<file path="src/verilog/alu_status_regs.svh">
// Register addresses, field positions, reset values and constants of the ALU datapath
`ifndef ALU_STATUS_REGS_SVH
`define ALU_STATUS_REGS_SVH
`define ADDR_STATUS_WORD 8'hD0
`define ADDR_PRIMARY 8'hE0
`define ADDR_SECOND 8'hF0
`define RST_BYTE 8'h00
`define BIT_CARRY 7
`define BIT_HALF_CARRY 6
`define BIT_USER_ZERO 5
`define BIT_BANK_HI 4
`define BIT_BANK_LO 3
`define BIT_SIGNED_EXCESS 2
`define BIT_USER_ONE 1
`define BIT_PARITY 0
`define BANK0_BASE 8'h00
`define BANK1_BASE 8'h08
`define BANK2_BASE 8'h10
`define BANK3_BASE 8'h18
`define DA_LIMIT 4'h9
`define DA_LOW_ADJ 9'h006
`define DA_HIGH_ADJ 9'h060
`endif

</file>
<file path="src/verilog/alu_status_pkg.sv">
// Operation codes of the ALU datapath
package alu_status_pkg;
    typedef enum logic [4:0] {
        OP_NOP = 5'b00000, OP_ADD = 5'b00001, OP_ADDC = 5'b00010, OP_SUBB = 5'b00011,
        OP_MUL = 5'b00100, OP_DIV = 5'b00101, OP_INC = 5'b00110, OP_DEC = 5'b00111,
        OP_DA = 5'b01000, OP_CMP = 5'b01001, OP_AND = 5'b01010, OP_OR = 5'b01011,
        OP_XOR = 5'b01100, OP_CPL = 5'b01101, OP_RL = 5'b01110, OP_RLC = 5'b01111,
        OP_RR = 5'b10000, OP_RRC = 5'b10001, OP_BSET = 5'b10010, OP_BCLR = 5'b10011,
        OP_BCPL = 5'b10100, OP_JNB = 5'b10101, OP_JBC = 5'b10110, OP_MOVC_IN = 5'b10111,
        OP_MOVC_OUT = 5'b11000, OP_CCLR = 5'b11001, OP_CSET = 5'b11010, OP_CCPL = 5'b11011
    } alu_op_t;
endpackage

</file>
<file path="src/verilog/cpu_alu_status_datapath.sv">
// ALU datapath with primary operand, second operand and status word registers
// Behaviour
// - Primary, second operand, status word at 0xE0, 0xF0, 0xD0; 8 bits, reset 0x00.
// - Second operand register holds operand and result of multiply and divide.
// - Add, subtract, multiply, divide, increment, decrement, decimal adjust, compare.
// - Bitwise AND, OR, XOR, complement and rotates on bytes.
// - Boolean bit set, clear, complement, jump tests, carry moves.
// - Status word bits carry, half carry, flag0, bank hi, bank lo, excess, flag1, parity.
// - Bank select picks bank base 0x00, 0x08, 0x10 or 0x18.
// - User flags change only by software writes.
`timescale 1ns/1ps
`default_nettype none
`include "alu_status_regs.svh"
module cpu_alu_status_datapath
    import alu_status_pkg::*;
(
    input wire logic MCLK,
    input wire logic RST_N,
    input wire logic [7:0] SFR_ADDR,
    input wire logic SFR_WR,
    input wire logic [7:0] SFR_WDATA,
    input wire logic SFR_RD,
    output logic SFR_HIT,
    output logic [7:0] SFR_RDATA,
    input wire logic OP_VALID,
    input wire alu_op_t OP_CODE,
    input wire logic [7:0] OP_SRC,
    input wire logic [2:0] OP_BIT,
    output logic [7:0] BIT_RESULT,
    output logic JUMP_TAKEN,
    output logic [7:0] PRIMARY_OUT,
    output logic [7:0] SECOND_OUT,
    output logic [7:0] STATUS_OUT,
    output logic [7:0] BANK_BASE
);
    logic [7:0] acc_r, acc_nxt, b_r, b_nxt, psw_r, psw_nxt, rdata_r, rdata_nxt;
    logic [7:0] bres_r, bres_nxt, base_r, base_nxt;
    logic jump_r, jump_nxt, par_r, par_nxt;
    logic [8:0] sum9, dif9, da1, da2;
    logic [4:0] hsum, hdif;
    logic [15:0] prod;
    logic [7:0] mask;
    logic cin, op_go;

    assign op_go = OP_VALID && !SFR_WR;
    assign cin = psw_r[`BIT_CARRY];
    assign SFR_HIT = (SFR_ADDR == `ADDR_PRIMARY) || (SFR_ADDR == `ADDR_SECOND)
        || (SFR_ADDR == `ADDR_STATUS_WORD);

    always_comb
    begin
        acc_nxt = acc_r;
        b_nxt = b_r;
        psw_nxt = psw_r;
        bres_nxt = bres_r;
        jump_nxt = 1'b0;
        rdata_nxt = rdata_r;
        mask = 8'h01 << OP_BIT;
        sum9 = {1'b0, acc_r} + {1'b0, OP_SRC} + {8'h00, cin && (OP_CODE == OP_ADDC)};
        hsum = {1'b0, acc_r[3:0]} + {1'b0, OP_SRC[3:0]} + {4'h0, cin && (OP_CODE == OP_ADDC)};
        dif9 = {1'b0, acc_r} - {1'b0, OP_SRC} - {8'h00, cin};
        hdif = {1'b0, acc_r[3:0]} - {1'b0, OP_SRC[3:0]} - {4'h0, cin};
        prod = {8'h00, acc_r} * {8'h00, b_r};
        da1 = {1'b0, acc_r};
        if ((acc_r[3:0] > `DA_LIMIT) || psw_r[`BIT_HALF_CARRY])
            da1 = da1 + `DA_LOW_ADJ;
        da2 = da1;
        if ((da1[7:4] > `DA_LIMIT) || da1[8] || cin)
            da2 = da1 + `DA_HIGH_ADJ;
        if (SFR_WR)
        begin
            if (SFR_ADDR == `ADDR_PRIMARY)
                acc_nxt = SFR_WDATA;
            if (SFR_ADDR == `ADDR_SECOND)
                b_nxt = SFR_WDATA;
            if (SFR_ADDR == `ADDR_STATUS_WORD)
                psw_nxt = SFR_WDATA;
        end
        else if (OP_VALID)
        begin
            unique case (OP_CODE)
                OP_ADD, OP_ADDC:
                begin
                    acc_nxt = sum9[7:0];
                    psw_nxt[`BIT_CARRY] = sum9[8];
                    psw_nxt[`BIT_HALF_CARRY] = hsum[4];
                    psw_nxt[`BIT_SIGNED_EXCESS] = (acc_r[7] == OP_SRC[7]) && (sum9[7] != acc_r[7]);
                end
                OP_SUBB:
                begin
                    acc_nxt = dif9[7:0];
                    psw_nxt[`BIT_CARRY] = dif9[8];
                    psw_nxt[`BIT_HALF_CARRY] = hdif[4];
                    psw_nxt[`BIT_SIGNED_EXCESS] = (acc_r[7] != OP_SRC[7]) && (dif9[7] != acc_r[7]);
                end
                OP_MUL:
                begin
                    acc_nxt = prod[7:0];
                    b_nxt = prod[15:8];
                    psw_nxt[`BIT_CARRY] = 1'b0;
                    psw_nxt[`BIT_SIGNED_EXCESS] = (prod[15:8] != 8'h00);
                end
                OP_DIV:
                begin
                    psw_nxt[`BIT_CARRY] = 1'b0;
                    psw_nxt[`BIT_SIGNED_EXCESS] = (b_r == 8'h00);
                    if (b_r != 8'h00)
                    begin
                        acc_nxt = acc_r / b_r;
                        b_nxt = acc_r % b_r;
                    end
                end
                OP_INC: acc_nxt = acc_r + 8'h01;
                OP_DEC: acc_nxt = acc_r - 8'h01;
                OP_DA:
                begin
                    acc_nxt = da2[7:0];
                    psw_nxt[`BIT_CARRY] = cin || da1[8] || da2[8];
                end
                OP_CMP: psw_nxt[`BIT_CARRY] = (acc_r < OP_SRC);
                OP_AND: acc_nxt = acc_r & OP_SRC;
                OP_OR: acc_nxt = acc_r | OP_SRC;
                OP_XOR: acc_nxt = acc_r ^ OP_SRC;
                OP_CPL: acc_nxt = ~acc_r;
                OP_RL: acc_nxt = {acc_r[6:0], acc_r[7]};
                OP_RR: acc_nxt = {acc_r[0], acc_r[7:1]};
                OP_RLC:
                begin
                    acc_nxt = {acc_r[6:0], cin};
                    psw_nxt[`BIT_CARRY] = acc_r[7];
                end
                OP_RRC:
                begin
                    acc_nxt = {cin, acc_r[7:1]};
                    psw_nxt[`BIT_CARRY] = acc_r[0];
                end
                OP_BSET: bres_nxt = OP_SRC | mask;
                OP_BCLR: bres_nxt = OP_SRC & ~mask;
                OP_BCPL: bres_nxt = OP_SRC ^ mask;
                OP_JNB:
                begin
                    bres_nxt = OP_SRC;
                    jump_nxt = !OP_SRC[OP_BIT];
                end
                OP_JBC:
                begin
                    bres_nxt = OP_SRC & ~mask;
                    jump_nxt = OP_SRC[OP_BIT];
                end
                OP_MOVC_IN: psw_nxt[`BIT_CARRY] = OP_SRC[OP_BIT];
                OP_MOVC_OUT: bres_nxt = cin ? (OP_SRC | mask) : (OP_SRC & ~mask);
                OP_CCLR: psw_nxt[`BIT_CARRY] = 1'b0;
                OP_CSET: psw_nxt[`BIT_CARRY] = 1'b1;
                OP_CCPL: psw_nxt[`BIT_CARRY] = !cin;
                default: ;
            endcase
        end
        psw_nxt[`BIT_PARITY] = 1'b0;
        par_nxt = ^acc_nxt;
        unique case (psw_nxt[`BIT_BANK_HI:`BIT_BANK_LO])
            2'b00: base_nxt = `BANK0_BASE;
            2'b01: base_nxt = `BANK1_BASE;
            2'b10: base_nxt = `BANK2_BASE;
            2'b11: base_nxt = `BANK3_BASE;
        endcase
        if (SFR_RD)
        begin
            if (SFR_ADDR == `ADDR_PRIMARY)
                rdata_nxt = acc_r;
            else if (SFR_ADDR == `ADDR_SECOND)
                rdata_nxt = b_r;
            else if (SFR_ADDR == `ADDR_STATUS_WORD)
                rdata_nxt = {psw_r[7:1], par_r};
            else
                rdata_nxt = `RST_BYTE;
        end
    end

    always_ff @(posedge MCLK or negedge RST_N)
    begin
        if (!RST_N)
        begin
            acc_r <= `RST_BYTE;
            b_r <= `RST_BYTE;
            psw_r <= `RST_BYTE;
            par_r <= 1'b0;
            base_r <= `BANK0_BASE;
            bres_r <= `RST_BYTE;
            jump_r <= 1'b0;
            rdata_r <= `RST_BYTE;
        end
        else
        begin
            acc_r <= acc_nxt;
            b_r <= b_nxt;
            psw_r <= psw_nxt;
            par_r <= par_nxt;
            base_r <= base_nxt;
            bres_r <= bres_nxt;
            jump_r <= jump_nxt;
            rdata_r <= rdata_nxt;
        end
    end

    assign SFR_RDATA = rdata_r;
    assign BIT_RESULT = bres_r;
    assign JUMP_TAKEN = jump_r;
    assign PRIMARY_OUT = acc_r;
    assign SECOND_OUT = b_r;
    assign STATUS_OUT = {psw_r[7:1], par_r};
    assign BANK_BASE = base_r;
endmodule // cpu_alu_status_datapath
`default_nettype wire
</file>
<file path="config.mk">
export PLATFORM = sky130hd
export DESIGN_NAME = cpu_alu_status_datapath
export DESIGN_NICKNAME = d
export VERILOG_FILES = /design/src/verilog/alu_status_pkg.sv /design/src/verilog/cpu_alu_status_datapath.sv
export VERILOG_INCLUDE_DIRS = /design/src /design/src/verilog
export SDC_FILE = /design/constraint.sdc
export NUM_CORES = 1
export LEC_CHECK = 0
export BUFFER_PORTS_ARGS = -buffer_cell sky130_fd_sc_hd__buf_2
export CORE_UTILIZATION = 35
export CTS_CLUSTER_DIAMETER = 200
export CTS_CLUSTER_SIZE = 30
export DETAILED_ROUTE_END_ITERATION = 16
export PLACE_DENSITY = 0.64
export RECOVER_POWER = 25
export SLEW_MARGIN = 5
export SYNTH_ARGS = -nofsm -noshare
export SYNTH_HDL_FRONTEND = slang
export SYNTH_SLANG_ARGS = --single-unit
</file>
<file path="constraint.sdc">
create_clock -name MCLK -period 11.4 [get_ports MCLK]
set_input_delay 0.57 -clock MCLK [delete_from_list [all_inputs] [get_ports MCLK]]
set_output_delay 0.57 -clock MCLK [all_outputs]
set_load 0.005 [all_outputs]
</file>
### Word-level counts from Yosys, hierarchy flattened

Index checks and enable logic that the tools add are counted.

* output and inout bits: 50
* bits in registers: 49

* reductions and logical operators: 32
* equal/unequal tests: 40
* $add $sub $neg: 12
* multipliers: 1
* magnitude comparators: 4
* shifts and indexed selects: 1
* divide/modulo/power cells: 2
* mux-type cells: 32
* bitwise logic cells: 9

Operators with widths (number)
* case mux 8 bit (15 select lines): 1
* two-way mux 8 bit: 13
* equality test 5 bit (second input constant): 12
* equality test 5 x 4 -> 1 bit (second input constant): 8
* case mux 8 bit (5 select lines): 1
* case mux 8 bit (4 select lines): 1
* equality test 8 bit (second input constant): 3
* equality test 5 x 3 -> 1 bit (second input constant): 4
* two-way mux 9 bit: 2
* AND 8 bit: 2
* multiplier 8 x 8 -> 16 bit: 1
* NOT 8 bit: 2
* bitwise OR 8 bit: 2
* case mux 8 bit (2 select lines): 1
* nonzero test 8 bit: 2
* bitwise XOR 8 bit: 2
* AND reduction 3 bit: 4
* nonzero test 11 bit: 1
* equality test 5 x 2 -> 1 bit (second input constant): 2
* case mux 1 bit (10 select lines): 1
* nonzero test 5 bit: 2
* adder 8 x 3 -> 9 bit (second input constant): 1
* adder 8 x 8 -> 9 bit: 1
* adder 9 x 1 -> 9 bit: 1
* other kinds (40): 63

### Depth between registers and ports, before layout

Gate-level depths: netlist of run 1.

* depth after elaboration: 11
* depth in mapped cells: 49
* mapped depth without buffers: 48

### Worst setup path before layout of run 1

Ideal clock, no wire load.

* path kind: register to register
* start: reg b_r[5], in the netlist SECOND_OUT[5]
* end: reg par_r
* required time: 11.266 ns
* path slack: -0.440 ns
* cell stages (with the launch flop): 48
* period minus slack after synthesis: 11.840 ns
* buffers on the path: 1
* library setup time: 0.134 ns
* arrival time: 11.706 ns
* cell sequence: dfrtp_1 clkbuf_1 nor4_2 and3_1 a21oi_1 a21oi_1 ha_1 o21a_1 o311ai_0 a22oi_1 ha_1 o211ai_1 a211oi_4 a211oi_1 or2_2 ha_1 o211ai_1 a21boi_0 (+12 left out) nor3_1 a21o_1 ha_1 or2_2 a21oi_1 a21oi_1 a41oi_1 o21ai_0 fa_1 a21oi_1 o21bai_1 a211oi_1 o21ai_0 a21o_1 a211o_1 xor2_1 xnor2_1 xnor3_1

* word-level cells in the longest chain between the ends: 6
* elaborated cells on any way between the ends: 8

RTL lines
* start: declaration: RTL line cpu_alu_status_datapath.sv:36 `logic [7:0] acc_r, acc_nxt, b_r, b_nxt, psw_r, psw_nxt, rdata_r, rdata_nxt;`
* start signal: assignment: RTL line cpu_alu_status_datapath.sv:184 `` b_r <= `RST_BYTE; ``
* start signal: assignment: RTL line cpu_alu_status_datapath.sv:195 `b_r <= b_nxt;`
* divider 8 x 8 -> 8 bit or nonzero test 8 bit (tied branches): RTL line cpu_alu_status_datapath.sv:109, cpu_alu_status_datapath.sv:107
* two-way mux 8 bit (*): RTL line cpu_alu_status_datapath.sv:107 `if (b_r != 8'h00)`
* case mux 8 bit (15 select lines) (*): RTL line cpu_alu_status_datapath.sv:81 `unique case (OP_CODE)`
* two-way mux 8 bit (*): RTL line cpu_alu_status_datapath.sv:79 `else if (OP_VALID)`
* two-way mux 8 bit (*): RTL line cpu_alu_status_datapath.sv:70 `if (SFR_WR)`
* net acc_nxt[0]: RTL line cpu_alu_status_datapath.sv:36
* XOR reduction 8 bit (*): RTL line cpu_alu_status_datapath.sv:159 `par_nxt = ^acc_nxt;`
* net par_nxt: RTL line cpu_alu_status_datapath.sv:38 `logic jump_r, jump_nxt, par_r, par_nxt;`
* end signal: assignment: RTL line cpu_alu_status_datapath.sv:197 `par_r <= par_nxt;`
* end: declaration: RTL line cpu_alu_status_datapath.sv:38

The timed path passes the listed nets; every way through them passes the cells marked *.
A chain may end at the register's enable or synchronous reset.

### Worst setup path after layout of run 1

* start: reg b_r[7], in the netlist SECOND_OUT[7]
* end: reg par_r

The elaborated chain is that of the path after synthesis.

==> impl_metrics.toml, run 1 <==
[synthesis]
syn_area_sq_um = 9190
synth-edff-count = 0
ys_warn_count = 0
syn_area_per_cell_sq_um = 7.684
ys.flop_type = "dfrtp_1"
async_flop_share_pct = 100.0
ys_seq_elements = 42
yosysSeqAreaShare_pct = 11.44
syn_inst = 1196
synth.distinct_cells = 71

[place]
dp_hpwl_um = 24410
gp_congestion = 0.9613
port_buffers = 80

[die]
die_area_sq_um = 26910
dieHeight_um = 164.0
start_util_pct = 36.08
die_w_um = 164.0
core_sq_um = 25470
rows = 58
pin_count = 87

[worst_setup_path]
reg2reg_slack_ps = 460
crit_path_end_kind = "flop"
worstPathArrival_ps = 11110
slowest_delay_ps = 420
critical_path_buf_inv_count = 1
reg2reg_to = "par_r"
crit_top_cell = "ha_1"
crit_path_top_delay_cell = "xnor3_1"
crit_family = "compound AO/OA/AOI/OAI gates"
reg2reg_depth = 46
startpoint_type = "flop"
path_class = "reg -> reg"
critPathRequiredTime_ps = 11570
crit_fanout = 5
r2r-start = "SECOND_OUT[7]"

[clocking]
cts_tree = "built"
ctsHoldBuffers = 0
cts_buffers = 5
cts_buffer_depth = 2
clk_latency_ps = 300
cts_num_sinks = 42
cts-root-buf = "clkbuf_16"
path_clk_slew_ps = 70
cts_max_level = 2

[global_route]
use_met3_pct = 2.803
grt_use_met1_pct = 30.82
busiest_layer = "met2"
grt_pass1_wl_um = 49670
grt_max_degree = 41
grt_pass1_vias = 8927
grt_overflow = 0
globalRouteTotalUtil_pct = 23.78
grt_util_met2_pct = 40.04
antenna_found_initial = 0

[drt]
vias_per_cell = 5.826
antenna_left = 0
wire_per_inst_um = 20.13
wirelength_um = 32230
vias = 9328
drc_errors = 0
first_pass_iters = 6
drtIter0Drc = 1032

[cells_and_area]
n_fill_cell = 2587
areaGrowthSynthToFinish_pct = 12.77
drive_gt1_share_pct = 13.93
fin_util_pct = 40.69
n_antenna_cell = 0
nNetsFinal = 1488

[job]
maxCapViolations = 1

[sta]
min_period_over_period_pct = 95.95
max_slew.worst_pin.slew_ps = 2380
relSlewSlack_pct = -58.64
whs_ps = 58.29
drv_slew = 41
skew_ps = 6.484
finalSetupViolations = 0
post-route-min-period_ps = 10940
fmaxAchievable_mhz = 91.42
setup-tns-final_ps = 0
hold_violations = 0

[run_status]
outcome = "finished with violations"
violations = "max-capacitance violations, max-slew violations"

[hold_path]
hp-class = "in -> async"
layout by cell type, fill, tap and decap left out, types with 12 or more instances in the layout:
cell      count
a211oi_1     12
a21o_1       13
a21oi_1      49
a22oi_1      22
buf_2        79
buf_4        43
dfrtp_1      42
fa_1         42
ha_1        137
inv_1       100
mux2i_1      20
nand2_1     114
nand3_1      18
nor2_1      133
nor2b_1      12
nor3_1       38
o21a_1       17
o21ai_0      68
o21bai_1     13
o22ai_1      13
xnor2_1      32
xor2_1       20
layout make-up:
| class | count | area, sq um | area share [%] |
|---|---|---|---|
| clock buffer | 5 | 125.1 | 1.207 |
| tap | 330 | 412.9 | 3.984 |
| timing repair buffer | 125 | 737.0 | 7.111 |
| inverter | 107 | 401.6 | 3.875 |
| clock inverter | 3 | 25.02 | 0.2415 |
| sequential | 42 | 1051 | 10.14 |
| multi-input combinational | 989 | 7611 | 73.44 |
flip-flops by register name, summed over array words and instances (netlist names):
register,count
SFR_RDATA,8
BIT_RESULT,8
BANK_BASE,2
JUMP_TAKEN,1
SECOND_OUT,8
psw_r,6
PRIMARY_OUT,8
par_r,1
cells in the mapped netlist (all sizes together) (11+ instances only):
cell	instances	share of area (%)
buf	12	0.82
xor2	21	2.0
o21a	18	1.5
clkbuf	52	2.1
a21oi	54	2.9
ha	139	19
a22oi	22	1.8
o211ai	11	0.90
o22ai	13	0.88
o21bai	14	1.1
nor3	38	2.1
nand3	18	0.98
a21o	13	1.1
nor2	133	5.4
a211oi	15	1.4
mux2i	20	2.2
inv	100	4.1
fa	42	9.1
nand2	114	4.7
xnor2	32	3.0
nand2b	11	0.75
mux2	11	1.4
nor2b	12	0.82
o21ai	75	4.1
dfrtp	42	11
worst max-delay path by stage:
stage	slack [ps]	start	depth (start not counted)	endpoint
floorplan	50	SECOND_OUT[5]	47	par_r
global placement	80	SECOND_OUT[7]	47	par_r
detailed placement	-410	SECOND_OUT[7]	47	par_r
CTS	30	SECOND_OUT[7]	47	par_r
global route	-90	SECOND_OUT[7]	47	par_r
finish	460	SECOND_OUT[7]	46	par_r
per-layer routing:
metal  routed length, um  up-vias
met5                   0        -
met3                2393       74
met2               15040      430
met4                1135        0
met1               13660     4443
li1                    -     4381
cells by family after synthesis:
kind of cell | after synthesis | synth area share, %
AO/OA/AOI/OAI | 316 | 23.47
other | 1 | 0.04080
XOR/XNOR | 55 | 5.541
flip-flops | 42 | 11.44
adder cells (fa/ha/maj) | 181 | 28.07
buffers and inverters | 171 | 7.311
AND/OR/NAND/NOR | 397 | 20.07
multiplexers | 33 | 4.057
per-stage QoR:
step / instance area, sq um / cells / worst slack [ps]
5_1_grt: 10360 / 1601 / -89.04
3_5_place_dp: 10020 / 1580 / -411.2
2_1_floorplan: 9231 / 1201 / 52.49
6_report: 10360 / 1601 / 461.6
4_1_cts: 10190 / 1588 / 25.98
3_3_place_gp: 10020 / 1580 / 84.36
repair_timing:
action | CTS | global route
gates resized for setup | 6 | 21
gates cloned | 0 | 1
buffers inserted | 0 | 12
setup endpoints to repair | 3 | 10
pin swaps | 0 | 9
Power of run 1 is left out: the tool's default activity adds up to more than one toggle a clock period on the data nets, which glitch-free logic cannot reach.
==> run 2, diff against run 1 <==
--- a/config.mk
+++ b/config.mk
@@ -7,11 +7,12 @@
 export NUM_CORES = 1
 export LEC_CHECK = 0
 export BUFFER_PORTS_ARGS = -buffer_cell sky130_fd_sc_hd__buf_2
+export CORE_ASPECT_RATIO = 0.9
 export CORE_UTILIZATION = 35
 export CTS_CLUSTER_DIAMETER = 200
 export CTS_CLUSTER_SIZE = 30
 export DETAILED_ROUTE_END_ITERATION = 16
-export PLACE_DENSITY = 0.64
+export PLACE_DENSITY = 0.62
 export RECOVER_POWER = 25
 export SLEW_MARGIN = 5
 export SYNTH_ARGS = -nofsm -noshare
==> constraint.sdc (replaced) <==
create_clock -name MCLK -period 11.8 [get_ports MCLK]
set_input_delay 0.59 -clock MCLK [delete_from_list [all_inputs] [get_ports MCLK]]
set_output_delay 0.59 -clock MCLK [all_outputs]
set_load 0.005 [all_outputs]
==> run 2 against run 1 <==
Effect of this change: the run still ends with max-capacitance violations, max-slew violations left; highest routed layer unchanged; global-route usage up 0.25 points; utilization down 0.38 points; maximum frequency down 3.6%; via count up 0.87%; largest cell class unchanged; clock skew up 3.1 ps; hold slack better by 420 ps.
==> impl_metrics.toml, run 2 (synthesized netlist as in run 1, its figures left out) <==
[sta]
post-route-min-period_ps = 11350
drv_slew = 43
max_slew.worst_pin.slew_ps = 2519
hold_violations = 0
relSlewSlack_pct = -67.93
min_period_over_period_pct = 96.15
finalSetupViolations = 0
fmaxAchievable_mhz = 88.14
skew_ps = 9.559
setup_ws_ps = 454.8

[place]
dp_hpwl_um = 25090
dpl_worst_slack_ps = -47.60
postPlaceCellArea_sq_um = 9962
port_buffers = 80
gp_congestion = 0.9531

[drt]
wire_per_inst_um = 20.27
antenna_left = 0
vias = 9409
drc_errors = 0
vias_per_cell = 5.866
drtIter0Drc = 1044
first_pass_iters = 5
wirelength_um = 32510

[cells_and_area]
fin_util_pct = 40.30
drive_gt1_share_pct = 12.76
n_fill_cell = 2676
nNetsFinal = 1479
n_antenna_cell = 0
areaGrowthSynthToFinish_pct = 11.67
layout_common_cells = "137 x ha_1, 133 x nor2_1, 114 x nand2_1, 100 x inv_1, 79 x buf_2"
fin_area_sq_um = 10260
final_common_cell = "ha_1"

[hold_path]
min-delay-start = "BIT_RESULT[3]"
hp-class = "reg -> reg"

[die]
die_area_sq_um = 26910
pin_count = 87
dieHeight_um = 155.7
start_util_pct = 36.09
rows = 55
die_w_um = 172.8
core_sq_um = 25460

[clocking]
clk_latency_ps = 310
cts_buffers = 5
cts_tree = "built"
cts_buffer_depth = 2
cts_num_sinks = 42
cts_max_level = 2
ctsHoldBuffers = 0
path_clk_slew_ps = 80
cts-root-buf = "clkbuf_16"

[worst_setup_path]
path_class = "reg -> reg"
slowest_delay_ps = 410
crit_path_top_delay_cell = "dfrtp_1"
critPathRequiredTime_ps = 11980
startpoint_type = "flop"
r2r-start = "SECOND_OUT[5]"
crit_path_end_kind = "flop"
crit_top_cell = "ha_1"
worstPathArrival_ps = 11530
cp-startpoint = "SECOND_OUT[5]"
crit_fanout = 9

[global_route]
grt_pass1_wl_um = 50820
grt_pass1_vias = 8901
grt_max_degree = 43
antenna_found_initial = 0
grt_overflow = 0
globalRouteTotalUtil_pct = 24.04

[job]
maxCapViolations = 1

[run_status]
violations = "max-capacitance violations, max-slew violations"
outcome = "finished with violations"
-- run 2: cell count changes in the layout (fill, tap and decap cells not counted), sizes merged --
cell | previous run | this run
buf | 123 | 115
clkbuf | 7 | 6
-- run 2: critical path, delay by kind of cell, from the launching register on --
family | cells | cell delay [ps]
buffers and inverters | 5 | 760
muxes | 2 | 710
xor gates and xnor gates | 3 | 710
DFF | 1 | 410
AOI/OAI and AO/OA | 24 | 4620
adders and majority gates | 7 | 2100
and+or+nand+nor | 8 | 1880
-- run 2: final timing paths --
check	to	slack [ps]	cells past startpoint
setup / recovery	par_r	450	49
hold / removal	BIT_RESULT[3]	480	2
setup reg to reg	par_r	450	49
hold reg to reg	BIT_RESULT[3]	480	2
max in group asynchronous	BANK_BASE[4]	9310	1
min in group asynchronous	BIT_RESULT[5]	1040	1
-- run 2: stage by stage --
stage                     std cells  TNS (ps)  hold WS [ps]
after detailed placement       1584    -47.60         464.9
final                          1604         0         476.3
after global placement         1584         0         460.8
after global routing           1604    -48.39         528.0
after CTS                      1592         0         481.2
after floorplan                1201         0         294.4
-- run 2: timing repair --
item,in CTS,in global routing
gates resized for setup,1,19
pin swaps,0,9
setup endpoints to repair,1,10
gates cloned,0,1
buffers inserted,0,11
-- run 2: layout make-up --
type	count	area (sq um)	area share [%]
multi-input cells	989	7559	73.65
flip-flops and latches	42	1051	10.24
repair buffers	116	673.1	6.559
well taps	342	427.9	4.170
inverters	107	401.6	3.914
clock buffers	5	125.1	1.219
clock inverters	3	25.02	0.2438
-- run 2: layer usage --
| layer | wire, um | vias up | track usage [%] |
|---|---|---|---|
| met5 | 0 | - | 0 |
| li1 | - | 4387 | - |
| met3 | 2766 | 78 | 4.020 |
| met4 | 1139 | 0 | 9.102 |
| met2 | 13920 | 424 | 36.90 |
| met1 | 14680 | 4520 | 33.59 |
Power of run 2 is left out for the same reason.
